File: src/wtu_pkg.sv
package wtu_pkg;
  // Register byte offsets
  localparam logic [7:0] RESET_CONTROL_REG_OFS = 8'h00;
  localparam logic [7:0] FUSE_OFS = 8'h04;
  localparam logic [7:0] STAT_OFS = 8'h08;
  localparam logic [7:0] MASK_OFS = 8'h0C;
  localparam logic [7:0] CNT_OFS  = 8'h10;
  // Reset-control register bits
  localparam int RC_SWON_BIT = 5;
  localparam int RC_TO_BIT   = 4;
  localparam int RC_SLP_BIT  = 3;
  localparam int RC_IDL_BIT  = 2;
  // Interrupt status and mask bits
  localparam int ST_TO_BIT    = 0;
  localparam int ST_EARLY_BIT = 1;
  localparam int ST_W         = 2;
  // Prescaler ratios and postscaler span
  localparam int PRE_DIV_SHORT = 32;
  localparam int PRE_DIV_LONG  = 128;
  localparam logic [4:0] PRE_BITS_SHORT = 5'($clog2(PRE_DIV_SHORT));
  localparam logic [4:0] PRE_BITS_LONG  = 5'($clog2(PRE_DIV_LONG));
  localparam int POST_MAX_BITS = 15;
  localparam int CNT_W = $clog2(PRE_DIV_LONG) + POST_MAX_BITS;
  // Fuse register reset value: 1:32768, div 32, non-window, software enable
  localparam logic [7:0] FUSE_RST = 8'h4F;

  // Watchdog fuse register layout
  typedef struct packed {
    logic       force_on;
    logic       window_off;
    logic       rsvd;
    logic       prescale_sel;
    logic [3:0] postscale;
  } wtu_fuse_s;

  // Core events, one-cycle pulses
  typedef struct packed {
    logic clear_instr;
    logic power_save;
    logic save_sleep;
    logic exit_save;
    logic clk_switch_done;
  } wtu_cpu_evt_s;

  typedef enum {WTU_RUN, WTU_SLEEP, WTU_IDLE} wtu_mode_e;
endpackage

File: src/wtu_watchdog.sv
`timescale 1ns/10ps
module wtu_watchdog (
  input  wire logic                  CLK_I,
  input  wire logic                  RST_B_I,
  input  wire logic                  CE_I,
  input  wire logic                  LOW_POWER_RC_CLOCK_CLK_I,
  input  wire wtu_pkg::wtu_cpu_evt_s CPU_EVT_I,
  input  wire logic [7:0]            AVS_ADDRESS_I,
  input  wire logic                  AVS_READ_I,
  input  wire logic                  AVS_WRITE_I,
  input  wire logic [31:0]           AVS_WRITEDATA_I,
  input  wire logic [3:0]            AVS_BYTEENABLE_I,
  output logic [31:0]                AVS_READDATA_O,
  output logic                       AVS_WAITREQUEST_O,
  output logic                       RC_ENABLE_O,
  output logic                       WDT_RESET_O,
  output logic                       WAKE_O,
  output logic                       IRQ_O
);
  import wtu_pkg::*;

  logic                rc_s1;
  logic                rc_s2;
  logic                rc_s3;
  logic                sw_on;
  logic                to_flag;
  logic                slp_flag;
  logic                idl_flag;
  logic [ST_W-1:0]     stat;
  logic [ST_W-1:0]     mask;
  logic [CNT_W-1:0]    cnt;
  wtu_fuse_s           fuse;
  wtu_mode_e           mode;
  wtu_mode_e           next_mode;
  logic                running;
  logic                tick;
  logic                in_run;
  logic [4:0]          shamt;
  logic [CNT_W:0]      period;
  logic [CNT_W-1:0]    last;
  logic [CNT_W-1:0]    win_start;
  logic                timeout;
  logic                early;
  logic                clr_run;
  logic                ps_enter;
  logic                ps_exit;
  logic                cnt_clr;
  logic                req;
  logic                acc;
  logic                wr;
  logic                sel_reset_control_reg;
  logic                sel_fuse;
  logic                sel_stat;
  logic                sel_mask;
  logic                sel_cnt;
  logic [31:0]         rd_mux;
  logic [ST_W-1:0]     st_ev;
  logic [ST_W-1:0]     next_stat;

  // Enable, from fuse or software
  assign running = fuse.force_on | sw_on;
  assign in_run  = (mode == WTU_RUN);

  // RC edge from synchroniser output only
  assign tick = rc_s2 & ~rc_s3;

  // Period of prescaler times postscaler, in RC ticks
  assign shamt = (fuse.prescale_sel ? PRE_BITS_LONG : PRE_BITS_SHORT)
               + {1'b0, fuse.postscale};
  assign period    = (CNT_W+1)'(1) << shamt;
  assign last      = CNT_W'(period - (CNT_W+1)'(1));
  assign win_start = CNT_W'(period - (period >> 2));

  // Event decode
  assign timeout  = running & tick & (cnt >= last);
  assign clr_run  = CPU_EVT_I.clear_instr & in_run;
  assign early    = clr_run & running & ~fuse.window_off
                  & (cnt < win_start);
  assign ps_enter = CPU_EVT_I.power_save & in_run;
  assign ps_exit  = ~in_run & (CPU_EVT_I.exit_save | timeout);
  assign cnt_clr  = clr_run | ps_enter | ps_exit | early
                  | CPU_EVT_I.clk_switch_done | ~running
                  | (timeout & in_run);

  // Mode sequencing
  always_comb begin
    next_mode = mode;
    unique case (mode)
      WTU_RUN: begin
        if (ps_enter) begin
          next_mode = CPU_EVT_I.save_sleep ? WTU_SLEEP : WTU_IDLE;
        end
      end
      WTU_SLEEP, WTU_IDLE: begin
        if (ps_exit) begin
          next_mode = WTU_RUN;
        end
      end
    endcase
  end

  // Bus decode
  assign req      = AVS_READ_I | AVS_WRITE_I;
  assign acc      = req & ~AVS_WAITREQUEST_O;
  assign wr       = acc & AVS_WRITE_I & AVS_BYTEENABLE_I[0];
  assign sel_reset_control_reg = (AVS_ADDRESS_I == RESET_CONTROL_REG_OFS);
  assign sel_fuse = (AVS_ADDRESS_I == FUSE_OFS);
  assign sel_stat = (AVS_ADDRESS_I == STAT_OFS);
  assign sel_mask = (AVS_ADDRESS_I == MASK_OFS);
  assign sel_cnt  = (AVS_ADDRESS_I == CNT_OFS);
  assign rd_mux   = sel_reset_control_reg ? {26'h0, sw_on, to_flag, slp_flag, idl_flag, 2'h0}
                  : sel_fuse ? {24'h0, fuse}
                  : sel_stat ? {30'h0, stat}
                  : sel_mask ? {30'h0, mask}
                  : sel_cnt  ? {10'h0, cnt}
                  : 32'h0;

  // Interrupt events, set beats write-one clear
  assign st_ev     = {early, timeout};
  assign next_stat = (stat & ~((wr & sel_stat) ? AVS_WRITEDATA_I[ST_W-1:0]
                                               : {ST_W{1'b0}})) | st_ev;

  // RC input synchroniser
  always_ff @(posedge CLK_I or negedge RST_B_I) begin
    if (!RST_B_I) begin
      rc_s1 <= 1'b0;
      rc_s2 <= 1'b0;
      rc_s3 <= 1'b0;
    end else if (CE_I) begin
      rc_s1 <= LOW_POWER_RC_CLOCK_CLK_I;
      rc_s2 <= rc_s1;
      rc_s3 <= rc_s2;
    end
  end

  // Combined prescaler and postscaler count
  always_ff @(posedge CLK_I or negedge RST_B_I) begin
    if (!RST_B_I) begin
      cnt  <= '0;
      mode <= WTU_RUN;
    end else if (CE_I) begin
      mode <= next_mode;
      if (cnt_clr) begin
        cnt <= '0;
      end else if (running & tick) begin
        cnt <= cnt + CNT_W'(1);
      end
    end
  end

  // Reset-control bits
  always_ff @(posedge CLK_I or negedge RST_B_I) begin
    if (!RST_B_I) begin
      sw_on    <= 1'b0;
      to_flag  <= 1'b0;
      slp_flag <= 1'b0;
      idl_flag <= 1'b0;
    end else if (CE_I) begin
      if (wr & sel_reset_control_reg) begin
        sw_on <= AVS_WRITEDATA_I[RC_SWON_BIT];
      end
      to_flag  <= timeout | (to_flag & ~(wr & sel_reset_control_reg
                  & AVS_WRITEDATA_I[RC_TO_BIT]));
      slp_flag <= (ps_enter & CPU_EVT_I.save_sleep) | (slp_flag
                  & ~(wr & sel_reset_control_reg & AVS_WRITEDATA_I[RC_SLP_BIT]));
      idl_flag <= (ps_enter & ~CPU_EVT_I.save_sleep) | (idl_flag
                  & ~(wr & sel_reset_control_reg & AVS_WRITEDATA_I[RC_IDL_BIT]));
    end
  end

  // Fuse, status and mask registers
  always_ff @(posedge CLK_I or negedge RST_B_I) begin
    if (!RST_B_I) begin
      fuse <= wtu_fuse_s'(FUSE_RST);
      stat <= '0;
      mask <= '0;
    end else if (CE_I) begin
      stat <= next_stat;
      if (wr & sel_fuse) begin
        fuse <= wtu_fuse_s'(AVS_WRITEDATA_I[7:0]);
      end
      if (wr & sel_mask) begin
        mask <= AVS_WRITEDATA_I[ST_W-1:0];
      end
    end
  end

  // Bus answer: one wait state per access
  always_ff @(posedge CLK_I or negedge RST_B_I) begin
    if (!RST_B_I) begin
      AVS_WAITREQUEST_O <= 1'b1;
      AVS_READDATA_O    <= 32'h0;
    end else if (CE_I) begin
      AVS_WAITREQUEST_O <= ~(req & AVS_WAITREQUEST_O);
      if (req & AVS_WAITREQUEST_O) begin
        AVS_READDATA_O <= rd_mux;
      end
    end
  end

  // Registered outputs
  always_ff @(posedge CLK_I or negedge RST_B_I) begin
    if (!RST_B_I) begin
      RC_ENABLE_O <= 1'b0;
      WDT_RESET_O <= 1'b0;
      WAKE_O      <= 1'b0;
      IRQ_O       <= 1'b0;
    end else if (CE_I) begin
      RC_ENABLE_O <= running;
      WDT_RESET_O <= (timeout & in_run) | early;
      WAKE_O      <= timeout & ~in_run;
      IRQ_O       <= |(next_stat & mask);
    end
  end
endmodule

File: config.mk
export PLATFORM = sky130hd
export DESIGN_NAME = wtu_watchdog
export DESIGN_NICKNAME = d
export VERILOG_FILES = /design/src/wtu_pkg.sv /design/src/wtu_watchdog.sv
export SDC_FILE = /design/constraint.sdc
export NUM_CORES = 1
export LEC_CHECK = 0
export ABC_AREA = 1
export ABC_CLOCK_PERIOD_IN_PS = 5980
export BUFFER_PORTS_ARGS = -buffer_cell sky130_fd_sc_hd__buf_4
export CORE_MARGIN = 4
export CORE_UTILIZATION = 55
export DETAILED_ROUTE_END_ITERATION = 8
export MAX_ROUTING_LAYER = met4
export PLACE_DENSITY_LB_ADDON = 0.1
export SLEW_MARGIN = 20
export SYNTH_ARGS = -nofsm -noshare
export SYNTH_HDL_FRONTEND = slang
export SYNTH_SLANG_ARGS = --single-unit
export TNS_END_PERCENT = 50
File: constraint.sdc
create_clock -name CLK_I -period 5.98 [get_ports CLK_I]
set_input_delay 0.299 -clock CLK_I [delete_from_list [all_inputs] [get_ports CLK_I]]
set_output_delay 0.299 -clock CLK_I [all_outputs]
set_load 0.01 [all_outputs]
==> impl_metrics.tcl <==
set metrics [dict create \
    outcome "complete, no violations" \
    min_period_over_period_pct 80.2 \
    drt_wl_total_mm 15.9 \
    core_sq_mm 0.0115 \
    tightest_slew_ns 1.02 \
    avgSynthCellArea_sq_um 7.16 \
    ctsResizeCount 0 \
    io_buffer_count 54 \
    diodes 0 \
    fmax_mhz 209 \
    ir_drop_mv 0.176 \
    overflow 0 \
    hold_viol_final 0 \
    synth_cell_type_count 50 \
    synthToLayoutAreaGrowth_pct 12.0 \
    die_x_um 116 \
    grt_pass1_wl_mm 26.3 \
    dp_hpwl_mm 12.6 \
    drtIter0Drc 470 \
    endpoint_kind "flip-flop" \
    root_buffer "clkbuf_16" \
    drv_slew 0 \
    rsz0062_at_grt "no" \
    total_power_mw 1.35 \
    fin_crit_ns 4.80 \
    via_per_inst 5.28 \
    crit_top_cell "nand2_1" \
    cp_top_family "simple AND/OR/NAND/NOR gates" \
    power_density_mw_per_mm2 186 \
    fp-row-count 39 \
    dpl.cell_count 1095 \
    cp-start-kind "flip-flop" \
    slowest_delay_ns 0.56 \
    setup_viol 0 \
    first_global_vias 5225 \
    clk_pin_slew_worst_paths_ns 0.06 \
    stdcell_count 1111 \
    wl_per_cell_um 14.3 \
    fin_skew_ns 0.00680 \
    drtPass1Iterations 5 \
    ctsHtreeMaxLevel 3 \
    slew_headroom_pct 31.8 \
    async_flop_share_pct 100 \
    rr_worst_depth 27 \
    die_area_sq_mm 0.0136 \
    chipHeight_um 116 \
    grt_max_degree 71 \
    post_cts_buffers 0 \
    synth_edf_count 0 \
    drtAntennaViolNets 0 \
    slowest_stage "dfstp_2" \
    synthTopCellsByArea "dfrtp_1, ha_1, nand2_1" \
    cts_hold_buf 0 \
    synth_most_common_cell "nand2_1" \
    seq_area_frac_synth_pct 27.2 \
    cts_max_path_buffers 2 \
    ys_seq_elements 70 \
    hp-class "in2async" \
    cts_buffers 9 \
    critPathRequiredTime_ns 6.26 \
    finalSetupTns_ns 0 \
    clock-sinks 70 \
    critPathMaxFanout 7 \
    synth_common_cells "nand2_1, inv_1, nor2_1" \
    regToRegStartpoint "fuse[1]$_DFFE_PN1P_" \
    synth_cells 903 \
    fin_nets 1087 \
    worst-path-buf-inv 3 \
    path_class "reg2reg" \
    synth_top_cell_area_share_pct 24.8 \
    yosysTopAreaCell "dfrtp_1" \
    p_leak_nw 3.69 \
    rr_endpoint "IRQ_O$_DFFE_PN0P_" \
    synth_area_sq_mm 0.00647 \
    clk_latency_ns 0.34 \
    drive_gt1_share_pct 16.3 \
    maxCapViolCount 0 \
    io-pin-count 92 \
    start_util_pct 56.4 \
    globalplace.congestion 0.893 \
    antenna_found_initial 0 \
    cts_tree "done" \
    ys_warn_count 0 \
    drc 0 \
    grt_usage_pct 25.3 \
    num_vias 5863 \
    ys.flop_type "dfrtp_1" \
    cp.arrival_ns 5.07 \
    reg2reg_setup_slack_ns 1.18 \
]
-- metal layers --
layer	vias to the layer above	global-route usage, %	wire (um)
li1	3024	-	-
met1	2672	36.9	7720
met2	148	37.7	7050
met3	19	4.25	890
met4	0	4.18	218
met5	-	-	0
-- sequential cells by signal, indices dropped and copies added (netlist names) --
| signal | cells |
|---|---|
| AVS_READDATA_O | 22 |
| AVS_WAITREQUEST_O | 1 |
| IRQ_O | 1 |
| RC_ENABLE_O | 1 |
| WAKE_O | 1 |
| WDT_RESET_O | 1 |
| cnt | 22 |
| fuse | 8 |
| idl_flag | 1 |
| mask | 2 |
| mode | 2 |
| rc_s1 | 1 |
| rc_s2 | 1 |
| rc_s3 | 1 |
| slp_flag | 1 |
| stat | 2 |
| sw_on | 1 |
| to_flag | 1 |
-- worst max path at each step --
stage,start,end,slack [ns],cells after the start
floorplan,fuse[1]$_DFFE_PN1P_,IRQ_O$_DFFE_PN0P_,2.07,32
global placement,fuse[1]$_DFFE_PN1P_,IRQ_O$_DFFE_PN0P_,1.27,30
detailed placement,fuse[1]$_DFFE_PN1P_,IRQ_O$_DFFE_PN0P_,1.22,27
CTS,fuse[1]$_DFFE_PN1P_,IRQ_O$_DFFE_PN0P_,1.22,27
global route,fuse[1]$_DFFE_PN1P_,IRQ_O$_DFFE_PN0P_,0.74,29
finish,fuse[1]$_DFFE_PN1P_,IRQ_O$_DFFE_PN0P_,1.18,27
-- power by group --
group	total, mW	leakage [nW]	internal, mW	switching (mW)
clock	0.520	0.145	0.315	0.205
combinational	0.303	2.63	0.101	0.202
sequential	0.523	0.922	0.500	0.0236
-- cell usage in the layout, fill, tap and decap left out, drive strengths merged, types with 2 or more instances in the layout --
master,n
dfstp,6
clkbuf,12
nor2,106
clkinv,3
and3,2
nand4,10
a21o,3
ha,68
o21ai,67
o21a,6
conb,24
o22ai,4
nor3,19
a31oi,3
inv,124
xnor2,11
o21bai,3
nand2,223
nand3,59
xor2,32
a221oi,3
dfrtp,64
buf,55
nor4,7
a21oi,42
-- cell type report --
type / instances / area (sq um)
clock buffers: 12 / 267
clock inverters: 4 / 30.0
fillers: 1118 / 4230
inverters: 124 / 465
multi-input cells: 703 / 4130
flip-flops and latches: 70 / 1760
well taps: 143 / 179
repair buffers: 55 / 413
-- worst reg2reg max path, stage by stage, from the launching register on --
cell,delay (ns)
dfstp_2,0.56
ha_1,0.31
nand2_2,0.12
inv_2,0.05
nor2_4,0.13
nand2_4,0.09
inv_2,0.08
nand2_1,0.17
nor2_1,0.29
ha_1,0.24
inv_1,0.07
o21ai_0,0.28
a31oi_1,0.16
o21ai_0,0.35
a21oi_1,0.12
nor2_1,0.11
nor2_1,0.05
xor2_1,0.16
ha_1,0.29
a21oi_1,0.12
o21ai_0,0.09
a21oi_1,0.28
nand4_1,0.24
nand2_1,0.14
nand2_1,0.06
nand2_1,0.06
nand2_1,0.04
nand2_1,0.07
-- cell families (layout without fill, tap and decap cells) --
logic type,Yosys count,in the layout,synth area share [%]
other,2,24,0.116
adder cells (fa/ha/maj),69,69,13.5
XOR/XNOR,43,43,5.94
AND/OR/NAND/NOR,429,429,30.7
buffers and inverters,152,195,10.3
multiplexers,2,2,0.329
flip-flops,70,70,27.2
AO/OA/AOI/OAI,136,136,12.0
-- stage by stage --
step                hold WS [ns]  utilization [%]  worst slack (ns)  instance area [sq um]
floorplan                0.00341                -              2.07                   6550
global route               0.144             63.1             0.745                   7240
global placement           0.457             60.6              1.27                   6940
finish                    0.0665             63.1              1.18                   7240
CTS                        0.113             63.1              1.22                   7240
detailed placement         0.459             60.6              1.22                   6940
No activity file was read; power rests on OpenSTA's default activity.
